**src/rtl/lpc_defs.svh**
```systemverilog
// Purpose: Offsets, field positions, reset values and timing codes for the
//          low-power calibration sleep/wake block.
// Assumes: 16-bit register address, 8-bit register data.
// Notes:   Included by its bare name; definitions only.
//
// Behaviour
// - The control register sits at offset 0x06e and resets to 0x88.
// - Bits 7..5 pick the sleep time (2^N+1)*256 clocks, N from 3 to 33.
// - Bits 4..3 pick the wake settle time, N = 3, 18, 21 or 24.
// - With trigger mode 0 and low power on, the sleep timer ends sleep.
// - With trigger mode 1, a sleeping core ignores the timer; the trigger or low power off wakes it.
// - The trigger is the software bit (select 0) or external pin (1).
// - Cycling happens only while background calibration is enabled.
`ifndef LPC_DEFS_SVH
`define LPC_DEFS_SVH

// ----------------------------------------------------------------------
// Register map
// ----------------------------------------------------------------------
`define LPC_ADDR_W          16
`define LPC_CTRL_OFFSET     16'h006e
`define LPC_STAT_OFFSET     16'h006f
`define LPC_CTRL_RST        8'h88

// ----------------------------------------------------------------------
// Field positions
// ----------------------------------------------------------------------
`define LPC_LOW_POWER_CAL_ENABLE_BIT       0
`define LPC_TRIG_MODE_BIT   1
`define LPC_RSVD_BIT        2
`define LPC_WAKE_LSB        3
`define LPC_SLEEP_LSB       5

// ----------------------------------------------------------------------
// Timing: delay = (2^N + 1) * unit device-clock periods
// ----------------------------------------------------------------------
`define LPC_UNIT_CYCLES     256
`define LPC_EXP_MAX         33
`define LPC_SLP_EXP0        6'd3
`define LPC_SLP_EXP1        6'd15
`define LPC_SLP_EXP2        6'd18
`define LPC_SLP_EXP3        6'd21
`define LPC_SLP_EXP4        6'd24
`define LPC_SLP_EXP5        6'd27
`define LPC_SLP_EXP6        6'd30
`define LPC_SLP_EXP7        6'd33
`define LPC_WAKE_EXP0       6'd3
`define LPC_WAKE_EXP1       6'd18
`define LPC_WAKE_EXP2       6'd21
`define LPC_WAKE_EXP3       6'd24
`define LPC_CNT_W           48

`endif

```
**src/rtl/lpc_pkg.sv**
```systemverilog
// Purpose: Types for the low-power calibration sleep/wake block.
// Assumes: Constants come from lpc_defs.svh.
// Notes:   Control register layout is a packed struct, MSB first.
package lpc_pkg;

    typedef struct packed {
        logic [2:0] sleep_sel;
        logic [1:0] wake_sel;
        logic       rsvd;
        logic       trig_mode;
        logic       low_power_cal_enable;
    } lpc_ctrl_t;

    typedef enum logic [3:0] {
        LPC_OFF    = 4'h1,
        LPC_CAL    = 4'h2,
        LPC_SLEEP  = 4'h4,
        LPC_SETTLE = 4'h8
    } lpc_state_t;

    typedef struct packed {
        lpc_ctrl_t  ctrl;
        lpc_state_t st;
        logic       active_core;
        logic [1:0] core_sleep;
        logic       cal_run;
        logic [7:0] rd_data;
        logic       trig_s1;
        logic       trig_s2;
    } lpc_top_st_t;

    typedef struct packed {
        logic [47:0] cnt;
        logic        busy;
        logic        done;
    } lpc_tmr_st_t;

endpackage

```
**src/rtl/lpc_delay_timer.sv**
```systemverilog
// Purpose: One-shot delay of (2^exp + 1) * unit clocks.
// Assumes: Start and clear come from logic on the same clock.
// Notes:   A new start reloads the count even while busy.
`timescale 1ns/100ps
`include "lpc_defs.svh"

module lpc_delay_timer #(
    parameter int unsigned UNIT_CYCLES = `LPC_UNIT_CYCLES
) (
    // Clock and reset
    input  wire logic       sys_clk,
    input  wire logic       srst,
    // Control
    input  wire logic       start,
    input  wire logic       clear,
    input  wire logic [5:0] exp_sel,
    // Status
    output logic            busy,
    output logic            done
);

    lpc_pkg::lpc_tmr_st_t q_reg;
    lpc_pkg::lpc_tmr_st_t q_next;
    logic [63:0]          load_full;

    // Exponent and unit are small, so the product stays under 64 bits
    assign load_full = ((64'd1 << exp_sel) + 64'd1) * 64'(UNIT_CYCLES);

    always_comb begin
        q_next      = q_reg;
        q_next.done = 1'b0;
        if (clear) begin
            q_next.busy = 1'b0;
        end else if (start) begin
            q_next.cnt  = load_full[47:0];
            q_next.busy = 1'b1;
        end else if (q_reg.busy) begin
            q_next.cnt = q_reg.cnt - 48'd1;
            if (q_reg.cnt == 48'd1) begin
                q_next.busy = 1'b0;
                q_next.done = 1'b1;
            end
        end
    end

    always_ff @(posedge sys_clk) begin
        if (srst) begin
            q_reg <= '0;
        end else begin
            q_reg <= q_next;
        end
    end

    assign busy = q_reg.busy;
    assign done = q_reg.done;

    // ------------------------------------------------------------------
    // Checks
    // ------------------------------------------------------------------
    logic [47:0] elapsed_dbg;
    logic [47:0] expect_dbg;

    always_ff @(posedge sys_clk) begin
        if (srst) begin
            elapsed_dbg <= '0;
            expect_dbg  <= '0;
        end else if (start) begin
            elapsed_dbg <= '0;
            expect_dbg  <= load_full[47:0];
        end else begin
            elapsed_dbg <= elapsed_dbg + 48'd1;
        end
    end
endmodule

```
**src/rtl/lpc_sleep_wake.sv**
```systemverilog
// Purpose: Low-power background calibration control register and core
//          sleep/wake sequencer for a two-core converter.
// Assumes: sys_clk is the device sample clock; register port and trigger
//          select inputs are on that clock; external trigger is a pin.
// Notes:   Delay parameters may be shrunk for simulation.
//
// Design decision made here: the address-and-strobe port.
`timescale 1ns/100ps
`include "lpc_defs.svh"

module lpc_sleep_wake #(
    parameter int unsigned UNIT_CYCLES = `LPC_UNIT_CYCLES,
    parameter int unsigned EXP_LIMIT   = `LPC_EXP_MAX
) (
    // Clock and reset
    input  wire logic       sys_clk,
    input  wire logic       srst,
    // Register port
    input  wire logic [15:0] reg_addr,
    input  wire logic [7:0]  reg_wdata,
    input  wire logic        reg_wr,
    input  wire logic        reg_rd,
    output logic [7:0]       reg_rdata,
    // Neighbouring calibration settings
    input  wire logic        background_cal_enable,
    input  wire logic        cal_trigger_source_sel,
    input  wire logic        software_cal_trigger,
    // Trigger pin
    input  wire logic        external_cal_trigger_in,
    // Core control
    output logic [1:0]       core_sleep,
    output logic             cal_run,
    output logic             cal_core_sel
);

    lpc_pkg::lpc_top_st_t q_reg;
    lpc_pkg::lpc_top_st_t q_next;

    logic       trig_active;
    logic       tmr_start;
    logic       tmr_busy;
    logic       tmr_done;
    logic [5:0] tmr_exp;
    logic [5:0] sleep_exp;
    logic [5:0] wake_exp;
    logic [5:0] exp_cap;
    logic [7:0] status_byte;

    assign exp_cap = 6'(EXP_LIMIT);

    // ------------------------------------------------------------------
    // Delay code decode
    // ------------------------------------------------------------------
    // sleep code table
    always_comb begin
        unique case (q_reg.ctrl.sleep_sel)
            3'h0: sleep_exp = `LPC_SLP_EXP0;
            3'h1: sleep_exp = `LPC_SLP_EXP1;
            3'h2: sleep_exp = `LPC_SLP_EXP2;
            3'h3: sleep_exp = `LPC_SLP_EXP3;
            3'h4: sleep_exp = `LPC_SLP_EXP4;
            3'h5: sleep_exp = `LPC_SLP_EXP5;
            3'h6: sleep_exp = `LPC_SLP_EXP6;
            3'h7: sleep_exp = `LPC_SLP_EXP7;
        endcase
    end

    // wake settle table
    // Code 0 is honoured as written; software must avoid it
    always_comb begin
        unique case (q_reg.ctrl.wake_sel)
            2'h0: wake_exp = `LPC_WAKE_EXP0;
            2'h1: wake_exp = `LPC_WAKE_EXP1;
            2'h2: wake_exp = `LPC_WAKE_EXP2;
            2'h3: wake_exp = `LPC_WAKE_EXP3;
        endcase
    end

    assign trig_active = cal_trigger_source_sel ? q_reg.trig_s2
                                                : software_cal_trigger;

    assign status_byte = {q_reg.st, q_reg.active_core, q_reg.core_sleep,
                          q_reg.cal_run};

    // ------------------------------------------------------------------
    // Next state
    // ------------------------------------------------------------------
    always_comb begin
        q_next         = q_reg;
        tmr_start      = 1'b0;
        tmr_exp        = sleep_exp;
        q_next.trig_s1 = external_cal_trigger_in;
        q_next.trig_s2 = q_reg.trig_s1;

        // Read data valid for one cycle only
        q_next.rd_data = 8'h00;
        if (reg_rd) begin
            if (reg_addr == `LPC_CTRL_OFFSET) begin
                q_next.rd_data = q_reg.ctrl;
            end else if (reg_addr == `LPC_STAT_OFFSET) begin
                q_next.rd_data = status_byte;
            end
        end
        if (reg_wr && reg_addr == `LPC_CTRL_OFFSET) begin
            q_next.ctrl = reg_wdata;
        end

        unique case (q_reg.st)
            lpc_pkg::LPC_OFF: begin
                q_next.core_sleep = 2'b00;
                q_next.cal_run    = 1'b0;
                if (background_cal_enable) begin
                    q_next.st      = lpc_pkg::LPC_CAL;
                    q_next.cal_run = 1'b1;
                end
            end
            lpc_pkg::LPC_CAL: begin
                if (!background_cal_enable) begin
                    q_next.st      = lpc_pkg::LPC_OFF;
                    q_next.cal_run = 1'b0;
                end else if (q_reg.ctrl.low_power_cal_enable) begin
                    q_next.st = lpc_pkg::LPC_SLEEP;
                    q_next.core_sleep[~q_reg.active_core] = 1'b1;
                    tmr_start = !q_reg.ctrl.trig_mode;
                end
            end
            lpc_pkg::LPC_SLEEP: begin
                if (!background_cal_enable) begin
                    q_next.st         = lpc_pkg::LPC_OFF;
                    q_next.core_sleep = 2'b00;
                    q_next.cal_run    = 1'b0;
                end else if (!q_reg.ctrl.low_power_cal_enable ||
                             (q_reg.ctrl.trig_mode ? trig_active
                                                   : tmr_done)) begin
                    q_next.st         = lpc_pkg::LPC_SETTLE;
                    q_next.core_sleep = 2'b00;
                    q_next.cal_run    = 1'b0;
                    tmr_start         = 1'b1;
                    tmr_exp           = wake_exp;
                end else if (!q_reg.ctrl.trig_mode && !tmr_busy) begin
                    // Mode switched to timed while asleep: arm the timer
                    tmr_start = 1'b1;
                end
            end
            lpc_pkg::LPC_SETTLE: begin
                if (!background_cal_enable) begin
                    q_next.st = lpc_pkg::LPC_OFF;
                end else if (tmr_done) begin
                    // Rotate calibration onto the rested core
                    q_next.st          = lpc_pkg::LPC_CAL;
                    q_next.active_core = ~q_reg.active_core;
                    q_next.cal_run     = 1'b1;
                end
            end
        endcase

        // restart on core 0 once calibration stops
        if (!background_cal_enable) begin
            q_next.active_core = 1'b0;
        end

        if (tmr_exp > exp_cap) begin
            tmr_exp = exp_cap;
        end
    end

    always_ff @(posedge sys_clk) begin
        if (srst) begin
            q_reg      <= '0;
            q_reg.ctrl <= `LPC_CTRL_RST;
            q_reg.st   <= lpc_pkg::LPC_OFF;
        end else begin
            q_reg <= q_next;
        end
    end

    // ------------------------------------------------------------------
    // Delay timer shared by sleep and settle phases
    // ------------------------------------------------------------------
    lpc_delay_timer #(
        .UNIT_CYCLES (UNIT_CYCLES)
    ) u_timer (
        .sys_clk (sys_clk),
        .srst    (srst),
        .start   (tmr_start),
        .clear   (q_reg.st == lpc_pkg::LPC_OFF),
        .exp_sel (tmr_exp),
        .busy    (tmr_busy),
        .done    (tmr_done)
    );

    assign reg_rdata    = q_reg.rd_data;
    assign core_sleep   = q_reg.core_sleep;
    assign cal_run      = q_reg.cal_run;
    assign cal_core_sel = q_reg.active_core;

    // ------------------------------------------------------------------
    // Checks
    // ------------------------------------------------------------------
    logic [5:0] ld_exp_dbg;

    always_ff @(posedge sys_clk) begin
        if (srst) begin
            ld_exp_dbg <= '0;
        end else if (tmr_start) begin
            ld_exp_dbg <= tmr_exp;
        end
    end
endmodule

```
**config.mk**
```make
export PLATFORM = sky130hd
export DESIGN_NAME = lpc_sleep_wake
export DESIGN_NICKNAME = d
export VERILOG_FILES = /design/src/rtl/lpc_pkg.sv /design/src/rtl/lpc_delay_timer.sv /design/src/rtl/lpc_sleep_wake.sv
export VERILOG_INCLUDE_DIRS = /design/src /design/src/rtl
export SDC_FILE = /design/constraint.sdc
export NUM_CORES = 1
export LEC_CHECK = 0
export ABC_CLOCK_PERIOD_IN_PS = 3300
export BUFFER_PORTS_ARGS = -buffer_cell sky130_fd_sc_hd__buf_2
export CAP_MARGIN = 20
export CORE_MARGIN = 1
export CORE_UTILIZATION = 52
export CTS_CLUSTER_SIZE = 30
export DETAILED_ROUTE_END_ITERATION = 8
export GPL_TIMING_DRIVEN = 0
export HOLD_SLACK_MARGIN = 0.08
export PLACE_DENSITY = 0.78
export SYNTH_ARGS = -nofsm -noshare
export SYNTH_HDL_FRONTEND = slang
export SYNTH_SLANG_ARGS = --single-unit
```
**constraint.sdc**
```tcl
create_clock -name sys_clk -period 3.3 [get_ports sys_clk]
set_input_delay 0 -clock sys_clk [delete_from_list [all_inputs] [get_ports sys_clk]]
set_output_delay 0 -clock sys_clk [all_outputs]
set_load 0.02 [all_outputs]
```
# Word level (Yosys, flattened, before mapping)

Memory sizes are Yosys's and may differ from the RTL's. A register that Yosys moved wholly into a read port is not among the register bits.
Cells that the tools add are included.

Add/sub/neg operators: 2
$lt $le $gt $ge: 3
Eq/ne operators: 19
Shifts and indexed selects: 1
Mux-type cells: 40
Bitwise logic cells: 6
Reductions and logical operators: 19

Operators by type and width:

| kind                  | number |
|---|---|
| $mux 50               | 1 |
| $mux 49               | 1 |
| $eq 48x1->1 const B   | 1 |
| $sub 48x1->48 const B | 1 |
| $add 40x1->40 const B | 1 |
| $shl 1x6->40 const A  | 1 |
| $eq 16x7->1 const B   | 2 |
| $mux 4                | 6 |
| $mux 6                | 4 |
| $pmux 6 s4            | 1 |
| $mux 8                | 2 |
| $pmux 4 s4            | 1 |
| $mux 1                | 12 |
| $mux 3                | 4 |
| $reduce_and 4->1      | 3 |
| $ne 2x2->1 const B    | 5 |
| $gt 6x6->1 const B    | 1 |
| $mux 2                | 3 |
| $ne 3x3->1 const B    | 2 |
| $pmux 2 s3            | 1 |
| $reduce_or 2->1       | 3 |
| $mux 5                | 1 |
| $not 1->1             | 5 |
| $eq 2x2->1 const B    | 2 |
| 21 further kinds      | 26 |

Register bits after elaboration: 76
Memory bits (read-only): 48
Output and inout bits: 12
Word-level logic and storage cells: 106
Memories kept: 1

Memory list:

| memory           | depth | bits a word | read ports | clocked after memory_dff | write ports | RTL line             | text |
|---|---|---|---|---|---|---|---|
| (name not given) | 8     | 6           | 1          | 1                        | 0           | lpc_sleep_wake.sv:56 | `unique case (q_reg.ctrl.sleep_sel)` |

# Depth between registers and ports, before layout

Gate-level depths: netlist (run 1).

Depth in word-level cells: 11
Depth in mapped cells: 11
Mapped depth without buffers: 8

# By module

From an unflattened synthesis (run 1), not the netlist that was laid out.

Cell total of the unflattened synthesis: 636
Area, all modules: 5016.1 um^2

By module, submodules not included:

| module          | times used | cells each | area an instance (um^2) | sequential area each (um^2) |
|---|---|---|---|---|
| lpc_delay_timer | 1          | 435        | 3281.9                  | 1001.0 |
| lpc_sleep_wake  | 1          | 201        | 1734.2                  | 640.6 |

# Worst setup path after synthesis (run 1)

Ideal clock, no wire load.

Path type: register -> register
Start: register u_timer.q_reg[14] (netlist name)
End: register u_timer.q_reg[43] (netlist name)
Setup time: 130 ps
Data arrival time: 2487 ps
Required time: 3170 ps
Setup slack: 683 ps
Cell stages (with the launch flop): 9
Buffers on the path: 2
Path through: dfxtp_1 > or4_1 > clkbuf_2 > or3_1 > buf_6 > or4_4 > or3_1 > a21oi_1 > o32ai_1

Word-level cells in the longest chain between the ends: 3

Ends and longest elaborated chain:

| element                | RTL line              | text |
|---|---|---|
| from (decl)            | lpc_delay_timer.sv:22 | `lpc_pkg::lpc_tmr_st_t q_reg;` |
| from (signal assigned) | lpc_delay_timer.sv:50 | `q_reg <= q_next;` |
| $sub 48x1->48          | lpc_delay_timer.sv:38 | `q_next.cnt = q_reg.cnt - 48'd1;` |
| $mux 50                | lpc_delay_timer.sv:37 | `end else if (q_reg.busy) begin` |
| $mux 49                | lpc_delay_timer.sv:34 | `end else if (start) begin` |

Every way passes these cells. The select of a mux whose other input is x is not followed.
A chain may end at the register's enable or synchronous reset.

# Worst setup path after layout (run 1)

Start: register q_reg[15] (netlist name)
End: register u_timer.q_reg[39] (netlist name)

Word-level cells in the longest chain between the ends: 7

Ends and longest elaborated chain:

| element                | RTL line              | text |
|---|---|---|
| from (decl)            | lpc_sleep_wake.sv:36  | `lpc_pkg::lpc_top_st_t q_reg;` |
| from (signal assigned) | lpc_sleep_wake.sv:173 | `q_reg <= q_next;` |
| $eq 4x3->1             | lpc_sleep_wake.sv:108 | `unique case (q_reg.st)` |
| $mux 6                 | lpc_sleep_wake.sv:108 |  |
| $gt 6x6->1             | lpc_sleep_wake.sv:162 | `if (tmr_exp > exp_cap) begin` |
| $mux 6                 | lpc_sleep_wake.sv:162 |  |
| $shl 1x6->40           | lpc_delay_timer.sv:27 | `assign load_full = ((64'd1 << exp_sel) + 64'd1) * 64'(UNIT_CYCLES);` |
| $add 40x1->40          | lpc_delay_timer.sv:27 |  |
| $mux 49                | lpc_delay_timer.sv:34 |  |

Parallel ways exist; a longest one is shown, timed or not.

==> reports/metrics.csv, run 1 <==
stage,metric,value,unit
run_status,status,"complete, no violations",
critical_path,r2r_setup_slack,140,ps
timing,final_hold_viol_count,0,
route,routed-via-count,5116,
logic_synthesis,synth_edf_count,0,
power_and_ir_drop,cellPowerDensity,383,nW/um^2
place,place.gp.congestion,0.956,
route,ant_nets,0,
timing,fin_skew,12.6,ps
place,post-place-ws,19.8,ps
logic_synthesis,syn_area_per_cell,7.85,sq um
hold_path,hold_depth,3,
timing,finalSetupViolations,0,
logic_synthesis,synth_top_area_cell,dfxtp_1,
clock_network,cts_tree,done,
logic_synthesis,synth-simple-area-share,29.6,%
floorplan,coreArea,8760,sq um
floorplan,std_cell_rows,34,
critical_path,cp-end-kind,register,
logic_synthesis,synth_cell_types,73,
logic_synthesis,yosys.area.top_type_share,34.5,%
logic_synthesis,synthMostInstantiatedCell,dfxtp_1,
route,routed_via_density,6.54,
clock_network,h-tree-depth,3,
logic_synthesis,yosys_warnings,0,
hold_path,hold_class,in2reg,
logic_synthesis,synth_nets,643,
clock_network,clock_path_buffers,2,
clock_network,cts_buffers,9,
critical_path,rr_worst_depth,7,
final_layout,largest_reg_flops,48,
clock_network,clkSlewWorstSetupHoldPaths,100,ps
critical_path,rr_endpoint,u_timer.q_reg[39]$_SDFFE_PP0P_,
timing,maxSlewViolCount,0,
grt,grt_start_max_net_pins,17,
logic_synthesis,synthFlopType,dfxtp_1,
logic_synthesis,netlist_top_cells_area,"dfxtp_1 35%, nor2_1 5.3%, a21oi_1 4.7%",
timing,max_clock_freq,316,MHz
logic_synthesis,synth_cells,605,
power_and_ir_drop,peakVddDrop,0.214,mV
clock_network,cts_num_sinks,82,
route,first_iter_violations,634,
logic_synthesis,synth_fa_ha_area_share,1.58,%
final_layout,design_area,5430,sq um
route,wirelength,14900,um
place,placed_cell_area,5100,sq um
grt,grt_antenna_before_repair,0,
timing,tightest_slew,984,ps
final_layout,nNetsFinal,707,
power_and_ir_drop,finalPower,2.08,mW
floorplan,die_area,9520,sq um
grt,grt-ovfl-total,0,
route,firstDrtPassIters,6,
logic_synthesis,synth_area,4750,sq um
grt,grt_first_pass_wirelength,24000,um
critical_path,arrival,3460,ps
critical_path,r2r-start,q_reg[15]$_SDFFE_PP0P_,
final_layout,area_growth,14.3,%
floorplan,die_w,97.6,um
hold_path,min_from,reg_rd,
critical_path,start_kind,register,
timing,rsz0062_at_grt,yes,
logic_synthesis,synthMuxAreaShare,4.95,%
clock_network,clock_latency,370,ps
final_layout,layout-drive-gt1-share,15.4,%
power_and_ir_drop,leakage,2.12,nW
hold_path,hold_path_end,reg_rdata[3]$_SDFF_PP0_,
logic_synthesis,synthXorXnorAreaFrac,2.40,%
logic_synthesis,synthTopCellsByCount,"82 x dfxtp_1, 67 x nor2_1, 52 x nand2_1",
timing,finalHoldWorstSlack,112,ps
timing,slew-limit-headroom,33.7,%
flow_run,maxCapViolCount,0,
clock_network,cts-root-buf,clkbuf_8,
timing,post-route-min-period,3160,ps
timing,worst_slack,136,ps
logic_synthesis,async_reset_ff_share,0,%
logic_synthesis,synth_top_family_by_area,simple AND/OR/NAND/NOR gates,
logic_synthesis,yosysSeqAreaShare,34.5,%
grt,grt_pass1_vias,4777,
final_layout,n_fill_cell,772,
clock_network,post_cts_buffers,0,
floorplan,die_h,97.6,um
route,drc_errors,0,
floorplan,initial_utilization,54.2,%
logic_synthesis,synth-compound-area-share,20.4,%
place,numPortBuffers,41,
critical_path,critPathKind,reg2reg,
final_layout,final_util,62.0,%
grt,grt_use_total,31.9,%
logic_synthesis,ys_ff_latch,82,
timing,fin_crit_sh,95.9,%
final_layout,n_antenna_cell,0,
critical_path,cp.required,3590,ps
critical_path,worstPathMaxFanout,10,
place,hpwlAfterDp,10400,um
floorplan,ios,44,
route,routedWlPerCell,19.1,um
stage by stage:
stage               std cells  TNS, ps
finish                    782        0
global route              782    -11.7
CTS                       782        0
detailed placement        755        0
global placement          754        0
floorplan                 605        0
cells by family after synthesis:
family	count (synthesis)
and+or+nand+nor	264
buffers and inverters	67
AOI/OAI and AO/OA	150
muxes	23
xor gates and xnor gates	13
adders and majority gates	6
DFF	82
cell usage in the layout (no fill, tap or decap), types with 4 or more instances in the layout:
cell type      count
or4_1              5
clkbuf_1          28
dlygate4sd3_1     11
xnor2_1            5
o31ai_1            4
clkbuf_8           9
nand4b_1           4
nand2b_1           4
nand4_1            8
o211ai_1           5
nand3_1           26
ha_1               6
nor2b_1            5
clkbuf_2           4
nand2_1           52
o21a_1             5
a21oi_1           45
nor3_1            26
a211oi_1           7
a221oi_1           5
or3_1              7
nor4_1            21
inv_1             15
xor2_1             8
o22ai_1            4
inv_6              4
nor2_1            65
nand3b_1           4
a31oi_1            7
or4b_2             4
buf_4             10
mux2i_1           19
a32oi_1            4
buf_2             49
nor3b_1            5
dfxtp_1           82
mux2_2             4
o21ai_0           30
layer usage:
layer | wire, um | vias up | track usage [%]
li1 | - | 2355 | -
met5 | 0 | - | 0
met2 | 6680 | 302 | 49.7
met1 | 6120 | 2383 | 41.1
met3 | 1410 | 76 | 6.33
met4 | 704 | 0 | 18.3
report_power, final:
group          leakage, nW  switching (mW)  total, mW  internal [mW]
clock                0.105           0.424      0.787          0.363
combinational         1.36           0.176      0.277          0.102
sequential           0.662          0.0138       1.02           1.00
total                 2.12           0.613       2.08           1.47
layout make-up:
| type | instances | area, sq um | area share (%) |
|---|---|---|---|
| buffer | 51 | 250 | 4.61 |
| clock buffer | 9 | 124 | 2.28 |
| clock inverter | 7 | 82.6 | 1.52 |
| inverter | 16 | 60.1 | 1.11 |
| multi-input combinational | 456 | 2820 | 51.9 |
| sequential | 82 | 1640 | 30.2 |
| tap | 108 | 135 | 2.49 |
| timing repair buffer | 53 | 320 | 5.90 |
how the worst max path moves through the flow:
stage	end	startpoint	depth (start not counted)
2_1_floorplan	u_timer.q_reg[43]$_SDFFE_PP0P_	u_timer.q_reg[14]$_SDFFE_PP0P_	8
3_3_place_gp	u_timer.q_reg[19]$_SDFFE_PP0P_	q_reg[15]$_SDFFE_PP0P_	7
3_5_place_dp	u_timer.q_reg[39]$_SDFFE_PP0P_	q_reg[15]$_SDFFE_PP0P_	7
4_1_cts	u_timer.q_reg[39]$_SDFFE_PP0P_	q_reg[15]$_SDFFE_PP0P_	7
5_1_grt	u_timer.q_reg[39]$_SDFFE_PP0P_	q_reg[15]$_SDFFE_PP0P_	7
6_report	u_timer.q_reg[39]$_SDFFE_PP0P_	q_reg[15]$_SDFFE_PP0P_	7
repair_timing:
action / in CTS / in global routing
endpoints found under the setup margin: 0 / 33
hold buffers: 11 / 0
gates resized for setup: 0 / 8
endpoints found under the hold margin: 10 / 0
critical path, stage by stage (launching register included):
cell	delay [ps]
dfxtp_1	340
clkbuf_1	200
or4b_2	790
a221oi_1	420
clkbuf_2	390
clkbuf_1	520
o21ai_0	210
a31oi_1	220
Note: power is estimated with default switching activity, not from simulation.
==> run 2, diff against run 1 <==
- ABC_AREA: not set -> 1
- CORE_UTILIZATION: 52 -> 57
- PLACE_DENSITY: 0.78 -> 0.84
==> reports/metrics.csv, run 2 <==
stage,metric,value,unit,change
run_status,status,finished with violations,,"was complete, no violations"
run_status,violations,design-rule violations,,
logic_synthesis,ys_ff_latch,82,,unchanged
critical_path,worstPathMaxFanout,8,,was 10
place,hpwlAfterDp,11600,um,was 10400 um
final_layout,nNetsFinal,892,,was 707
logic_synthesis,yosys_warnings,0,,unchanged
power_and_ir_drop,leakage,2.85,nW,was 2.12 nW
power_and_ir_drop,cellPowerDensity,428,nW/um^2,was 383 nW/um^2
final_layout,area_growth,11.9,%,was 14.3%
floorplan,die_w,97.7,um,was 97.6 um
floorplan,die_h,97.7,um,was 97.6 um
place,dp.cells,940,,was 755
route,ant_nets,0,,unchanged
grt,grt_pass1_vias,5236,,was 4777
logic_synthesis,syn_area_per_cell,6.62,sq um,was 7.85 sq um
floorplan,die_area,9550,sq um,was 9520 sq um
clock_network,clkSlewWorstSetupHoldPaths,90,ps,was 100 ps
clock_network,h-tree-depth,3,,unchanged
logic_synthesis,synthFlopType,dfxtp_1,,unchanged
place,place.gp.congestion,0.965,,was 0.956
place,numPortBuffers,43,,was 41
final_layout,largest_reg_flops,48,,unchanged
floorplan,std_cell_rows,34,,unchanged
route,first_iter_violations,568,,was 634
clock_network,cts_buffers,9,,unchanged
grt,grt_antenna_before_repair,0,,unchanged
floorplan,initial_utilization,59.3,%,was 54.2%
final_layout,final_common_cell,nand2_1,,was dfxtp_1
route,drc_errors,6,,was 0
timing,finalSetupTns,0,ps,unchanged
logic_synthesis,synth_area,5220,sq um,was 4750 sq um
logic_synthesis,yosysSeqAreaShare,31.4,%,was 34.5%
timing,finalHoldWorstSlack,81.3,ps,was 112 ps
timing,post-route-min-period,2760,ps,was 3160 ps
critical_path,cpPeakStageDelay,470,ps,was 790 ps
critical_path,arrival,2980,ps,was 3460 ps
critical_path,cp.required,3520,ps,was 3590 ps
timing,final_hold_viol_count,0,,unchanged
route,wirelength,15500,um,was 14900 um
hold_path,hold_class,in2reg,,unchanged
grt,grt-ovfl-total,0,,unchanged
route,routed_via_density,5.83,,was 6.54
timing,fin_skew,17.1,ps,was 12.6 ps
final_layout,final_util,66.4,%,was 62.0%
logic_synthesis,synth_nets,827,,was 643
route,routed-via-count,5638,,was 5116
final_layout,layout_common_cells,"131 x nand2_1, 114 x nor2_1, 82 x a21oi_1, 82 x dfxtp_1, 76 x inv_1",,"was 82 x dfxtp_1, 65 x nor2_1, 52 x nand2_1"
timing,slew-limit-headroom,43.3,%,was 33.7%
critical_path,crit_family,simple AND/OR/NAND/NOR gates,,was buffers and inverters
grt,grt_use_total,33.9,%,was 31.9%
clock_network,cts_num_sinks,82,,unchanged
critical_path,cp-end-kind,register,,unchanged
critical_path,path_buf_inv,2,,was 3
logic_synthesis,synthMostInstantiatedCell,nand2_1,,was dfxtp_1
logic_synthesis,yosys.area.top_type_share,31.4,%,was 34.5%
flow_run,maxCapViolCount,0,,unchanged
timing,finalSetupViolations,0,,unchanged
clock_network,cts-root-buf,clkbuf_8,,unchanged
floorplan,coreArea,8810,sq um,was 8760 sq um
timing,rsz0062_at_grt,no,,was yes
logic_synthesis,synthTopCellsByCount,"131 x nand2_1, 114 x nor2_1, 82 x a21oi_1, 82 x dfxtp_1, 76 x inv_1",,"was 82 x dfxtp_1, 67 x nor2_1, 52 x nand2_1"
timing,max_clock_freq,362,MHz,was 316 MHz
timing,worst_slack,541,ps,was 136 ps
power_and_ir_drop,peakVddDrop,0.306,mV,was 0.214 mV
logic_synthesis,synth_cells,789,,was 605
final_layout,n_antenna_cell,0,,unchanged
route,firstDrtPassIters,8,,was 6
hold_path,min_from,reg_wr,,was reg_rd
clock_network,cts_tree,done,,unchanged
critical_path,startpoint,q_reg[16]$_SDFFE_PP0P_,,was q_reg[15]$_SDFFE_PP0P_
clock_network,cts_resized,0,,unchanged
floorplan,ios,44,,unchanged
power_and_ir_drop,power_frac_seq,42.0,%,was 48.8%
timing,maxSlewViolCount,0,,unchanged
logic_synthesis,synth_cell_types,46,,was 73
power_and_ir_drop,combPwrFrac,31.6,%,was 13.3%
timing,fin_crit_sh,83.6,%,was 95.9%
final_layout,finalNonFillerCells,967,,was 782
critical_path,crit_top_cell,nand2_4,,was clkbuf_1
timing,tightest_slew,844,ps,was 984 ps
final_layout,n_fill_cell,809,,was 772
grt,grt_first_pass_wirelength,25600,um,was 24000 um
logic_synthesis,synth_edf_count,0,,unchanged
clock_network,post_cts_buffers,0,,unchanged
critical_path,r2r-start,q_reg[16]$_SDFFE_PP0P_,,was q_reg[15]$_SDFFE_PP0P_
critical_path,start_kind,register,,unchanged
power_and_ir_drop,switching_share,36.7,%,was 29.5%
grt,grt_start_max_net_pins,14,,was 17
final_layout,layout-drive-gt1-share,16.1,%,was 15.4%
logic_synthesis,netlist_top_cells_area,"dfxtp_1 31%, nand2_1 9.4%, nor2_1 8.2%",,"was dfxtp_1 35%, nor2_1 5.3%, a21oi_1 4.7%"
power_and_ir_drop,power.switching,0.919,mW,was 0.613 mW
place,post-place-ws,630,ps,was 19.8 ps
clock_network,clock_path_buffers,2,,unchanged
logic_synthesis,synth_top_area_cell,dfxtp_1,,unchanged
critical_path,crit_path_top_delay_cell,o31ai_1,,was or4b_2
critical_path,critPathKind,reg2reg,,unchanged
power_and_ir_drop,power.share.clock,26.4,%,was 37.8%
clock_network,clock_latency,360,ps,was 370 ps
critical_path,path_cells,inv_2 > nor2_4 > nand2_4 > nor2_8 > nand2_4 > o21ai_2 > inv_1 > o31ai_1 > and3_1 > ha_1 > nand2_1 > o21ai_0 > nor2_1 > a211oi_1,,was clkbuf_1 > or4b_2 > a221oi_1 > clkbuf_2 > clkbuf_1 > o21ai_0 > a31oi_1
route,routedWlPerCell,16.0,um,was 19.1 um
power_and_ir_drop,power.internal,1.58,mW,was 1.47 mW
logic_synthesis,async_reset_ff_share,0,%,unchanged
[run 2: cell types whose count changed in the layout (fill, tap and decap cells not counted), moves of 8 or more]
cell      previous run  this run
clkbuf_1            28        10
mux2i_1             19         1
nand3_1             26        45
nand4_1              8        23
inv_1               15        76
o21ai_0             30        56
a21oi_1             45        82
nor4_1              21         8
nand2_2              0        14
inv_2                0        11
nor3_1              26        12
nand2_1             52       131
xor2_1               8        16
nor2_1              65       114
[run 2: final cells by class]
class | instances | area [sq um] | share of cell area, %
timing repair buffer | 54 | 325 | 5.57
clock buffer | 12 | 135 | 2.31
sequential | 82 | 1640 | 28.1
clock inverter | 4 | 26.3 | 0.450
inverter | 90 | 338 | 5.78
tap | 108 | 135 | 2.31
buffer | 33 | 208 | 3.55
multi-input combinational | 584 | 3030 | 51.9
[run 2: power by group through the flow]
stage / clock (mW) / combinational [mW] / sequential [mW]
after floorplan: 0 / 0.586 / 1.07
after global placement: 0 / 0.746 / 1.07
after detailed placement: 0 / 0.756 / 1.07
after CTS: 0.664 / 0.771 / 1.05
after global routing: 0.705 / 0.875 / 1.06
final: 0.661 / 0.790 / 1.05
[run 2: worst register-to-register path, stage by stage (launching register included)]
cell and delay [ps]:
dfxtp_1 380, inv_2 70, nor2_4 110, nand2_4 90, nor2_8 150, nand2_4 120, o21ai_2 240, inv_1 140
o31ai_1 470, and3_1 250, ha_1 230, nand2_1 130, o21ai_0 110, nor2_1 90, a211oi_1 50
[run 2: kinds of logic after synthesis]
logic type / count (synthesis) / share of synthesized area [%]
buffers and inverters: 123 / 10.4
and+or+nand+nor: 387 / 35.3
DFF: 82 / 31.4
muxes: 1 / 0.192
xor gates and xnor gates: 26 / 4.36
adders and majority gates: 6 / 1.44
AOI/OAI and AO/OA: 164 / 16.8
[run 2: per-layer routing]
metal  global-route usage (%)  share of wire, %
met1                     47.7                44
met4                     12.9               3.3
met5                        0                 0
met2                     51.3                43
met3                     6.40               9.1
[run 2: metrics by stage]
step | cell area (sq um) | total power, mW
3_5_place_dp | 5570 | 1.83
4_1_cts | 5840 | 2.49
2_1_floorplan | 5220 | 1.65
3_3_place_gp | 5570 | 1.82
6_report | 5840 | 2.50
5_1_grt | 5840 | 2.64
[run 2: worst paths after layout]
check,to,slack [ps],cells past startpoint
worst min-delay path,q_reg[19]$_SDFFE_PP0P_,80,3
worst max register to register,u_timer.q_reg[11]$_SDFFE_PP0P_,540,14
worst min register to register,q_reg[0]$_SDFF_PP0_,420,2
worst max-delay path,u_timer.q_reg[11]$_SDFFE_PP0P_,540,14
[run 2: timing repair]
item	CTS	global route
endpoints found under the hold margin	25	0
hold buffers	11	0
endpoints found under the setup margin	0	0
==> run 3, diff against run 2 <==
- ABC_CLOCK_PERIOD_IN_PS: 3300 -> 2750
- clock period: 3.3 -> 2.75 ns (I/O delays scaled with it)
==> reports/metrics.csv, run 3 (same netlist as run 2, synthesis figures left out) <==
stage,metric,value,unit,change
clock_network,cts_num_sinks,82,,unchanged
route,drc_errors,6,,unchanged
timing,finalHoldWorstSlack,87.4,ps,was 81.3 ps
critical_path,cp.required,3020,ps,was 3520 ps
grt,grt.busiest_layer,met2,,unchanged
final_layout,largest_reg_flops,48,,unchanged
timing,slew-limit-headroom,42.9,%,was 43.3%
route,routed-via-count,5611,,was 5638
timing,maxSlewViolCount,0,,unchanged
grt,grt_use_total,33.9,%,unchanged
clock_network,clock_latency,360,ps,about the same
floorplan,die_w,97.7,um,unchanged
timing,finalSetupTns,0,ps,unchanged
final_layout,n_fill_cell,797,,was 809
timing,fin_skew,15.6,ps,was 17.1 ps
critical_path,startpoint,q_reg[16]$_SDFFE_PP0P_,,unchanged
critical_path,path_cells,inv_2 > nor2_4 > nand2_4 > nor2_8 > nand2_8 > nand2_4 > nand2_8 > nor2_4 > nand2_2 > nand2_4 > nand2_2 > buf_6 > and3_1 > ha_1 > nand2_1 > o21ai_1 > nor2_1 > a211oi_1,,was inv_2 > nor2_4 > nand2_4 > nor2_8 > nand2_4 > o21ai_2 > inv_1 > o31ai_1 > and3_1 > ha_1 > nand2_1 > o21ai_0 > nor2_1 > a211oi_1
clock_network,cts-root-buf,clkbuf_8,,unchanged
floorplan,die_area,9550,sq um,unchanged
run_status,status,finished with violations,,unchanged
final_layout,layout_common_cells,"129 x nand2_1, 114 x nor2_1, 82 x a21oi_1",,"was 131 x nand2_1, 114 x nor2_1, 82 x a21oi_1, 82 x dfxtp_1, 76 x inv_1"
floorplan,coreArea,8810,sq um,unchanged
grt,grt_util_met1,47.7,%,unchanged
floorplan,std_cell_rows,34,,unchanged
final_layout,finalNonFillerCells,970,,was 967
power_and_ir_drop,leakage,2.87,nW,was 2.85 nW
final_layout,area_growth,13.2,%,was 11.9%
run_status,violations,design-rule violations,,unchanged
power_and_ir_drop,cellPowerDensity,507,nW/um^2,was 428 nW/um^2
flow_run,maxCapViolCount,0,,unchanged
timing,worst_slack,184,ps,was 541 ps
critical_path,worstPathMaxFanout,19,,was 8
timing,post-route-min-period,2570,ps,was 2760 ps
timing,rsz0062_at_grt,no,,unchanged
route,routedWlPerCell,16.0,um,about the same
route,firstDrtPassIters,9,,was 8
timing,tightest_slew,850,ps,was 844 ps
critical_path,cp-end-kind,register,,unchanged
critical_path,cp_num_cells,18,,was 14
critical_path,r2r_setup_slack,180,ps,was 540 ps
critical_path,crit_family,simple AND/OR/NAND/NOR gates,,unchanged
clock_network,cts_tree,done,,unchanged
clock_network,cts_buffers,9,,unchanged
final_layout,final_common_cell,nand2_1,,unchanged
timing,fin_crit_sh,93.3,%,was 83.6%
clock_network,h-tree-depth,3,,unchanged
critical_path,rr_worst_depth,18,,was 14
critical_path,rr_endpoint,u_timer.q_reg[11]$_SDFFE_PP0P_,,unchanged
grt,grt_antenna_before_repair,0,,unchanged
clock_network,clkSlewWorstSetupHoldPaths,90,ps,about the same
critical_path,r2r-start,q_reg[16]$_SDFFE_PP0P_,,unchanged
critical_path,start_kind,register,,unchanged
power_and_ir_drop,peakVddDrop,0.363,mV,was 0.306 mV
place,dp.cells,940,,unchanged
critical_path,crit_end,u_timer.q_reg[11]$_SDFFE_PP0P_,,unchanged
place,place.gp.congestion,0.965,,unchanged
grt,grt_start_max_net_pins,14,,unchanged
grt,grt_pass1_vias,5236,,unchanged
grt,met2_usage,51.3,%,unchanged
route,wirelength,15500,um,about the same
final_layout,layout-drive-gt1-share,17.4,%,was 16.1%
timing,max_clock_freq,390,MHz,was 362 MHz
critical_path,arrival,2840,ps,was 2980 ps
final_layout,n_antenna_cell,0,,unchanged
route,first_iter_violations,623,,was 568
place,placed_cell_area,5570,sq um,unchanged
floorplan,ios,44,,unchanged
critical_path,crit_top_cell,nand2_4,,unchanged
floorplan,initial_utilization,59.3,%,unchanged
critical_path,path_buf_inv,2,,unchanged
place,hpwlAfterDp,11600,um,unchanged
hold_path,hold_class,in2reg,,unchanged
grt,met3_usage,6.40,%,unchanged
timing,finalSetupViolations,0,,unchanged
critical_path,crit_path_top_delay_cell,dfxtp_2,,was o31ai_1
place,post-place-ws,80.2,ps,was 630 ps
clock_network,clock_path_buffers,2,,unchanged
route,routed_via_density,5.78,,was 5.83
final_layout,design_area,5910,sq um,was 5840 sq um
grt,grt-ovfl-total,0,,unchanged
floorplan,die_h,97.7,um,unchanged
critical_path,cpPeakStageDelay,360,ps,was 470 ps
grt,grt_first_pass_wirelength,25600,um,unchanged
route,ant_nets,0,,unchanged
critical_path,critPathKind,reg2reg,,unchanged
final_layout,nNetsFinal,895,,was 892
place,numPortBuffers,43,,unchanged
timing,final_hold_viol_count,0,,unchanged
[run 3: cell count changes in the layout (fill, tap and decap cells not counted), moves of 2 or more]
cell / change
nand2_2: +2
nand2_1: -2
dfxtp_1: -5
dfxtp_2: +4
nand2_4: -2
nand2_8: +2
buf_4: +3
[run 3: power breakdown]
| group | leakage [nW] | total (mW) | switching [mW] | internal, mW |
|---|---|---|---|---|
| clock | 0.0808 | 0.786 | 0.455 | 0.330 |
| combinational | 2.12 | 0.951 | 0.600 | 0.351 |
| sequential | 0.665 | 1.26 | 0.0404 | 1.22 |
[run 3: how the worst min path moves through the flow]
stage                            startpoint                      to  slack, ps  depth (start not counted)
finish                               reg_wr  q_reg[19]$_SDFFE_PP0P_         90                          3
floorplan           external_cal_trigger_in    q_next[0]$_SDFF_PP0_        110                          2
global placement    external_cal_trigger_in    q_next[0]$_SDFF_PP0_        200                          3
CTS                                  reg_wr  q_reg[19]$_SDFFE_PP0P_         80                          3
global route                         reg_wr  q_reg[19]$_SDFFE_PP0P_         80                          3
detailed placement  external_cal_trigger_in    q_next[0]$_SDFF_PP0_        220                          3
[run 3: worst min-delay path: cells and delay by family]
| family | cells | cell delay [ps] |
|---|---|---|
| and+or+nand+nor | 1 | 180 |
| buffers and inverters | 1 | 130 |
| AOI/OAI and AO/OA | 1 | 100 |
[run 3: repair_timing]
action	in CTS	in global routing
hold endpoints to repair	25	0
resized for setup	0	14
setup endpoints to repair	0	2
buffers inserted	0	4
hold buffers	11	0
[run 3: through the flow]
stage / utilization [%] / power [mW]
4_1_cts: 66.4 / 2.98
3_3_place_gp: 63.3 / 2.18
6_report: 67.1 / 3.00
3_5_place_dp: 63.3 / 2.20
5_1_grt: 67.1 / 3.17
2_1_floorplan: - / 1.98
[run 3: metal layers]
layer	vias to the layer above	wire, um
met5	-	0
met4	0	509
met3	43	1310
met2	243	6750
met1	2581	6940
li1	2744	-
[run 3: layout make-up]
| cell class | count | area (sq um) | share of cell area [%] |
|---|---|---|---|
| Multi-Input combinational cell | 584 | 3070 | 52.0 |
| Buffer | 32 | 200 | 3.39 |
| Inverter | 90 | 338 | 5.71 |
| Timing Repair Buffer | 58 | 355 | 6.01 |
| Sequential cell | 82 | 1650 | 27.9 |
| Clock buffer | 12 | 135 | 2.29 |
| Clock inverter | 4 | 26.3 | 0.444 |
| Tap cell | 108 | 135 | 2.29 |
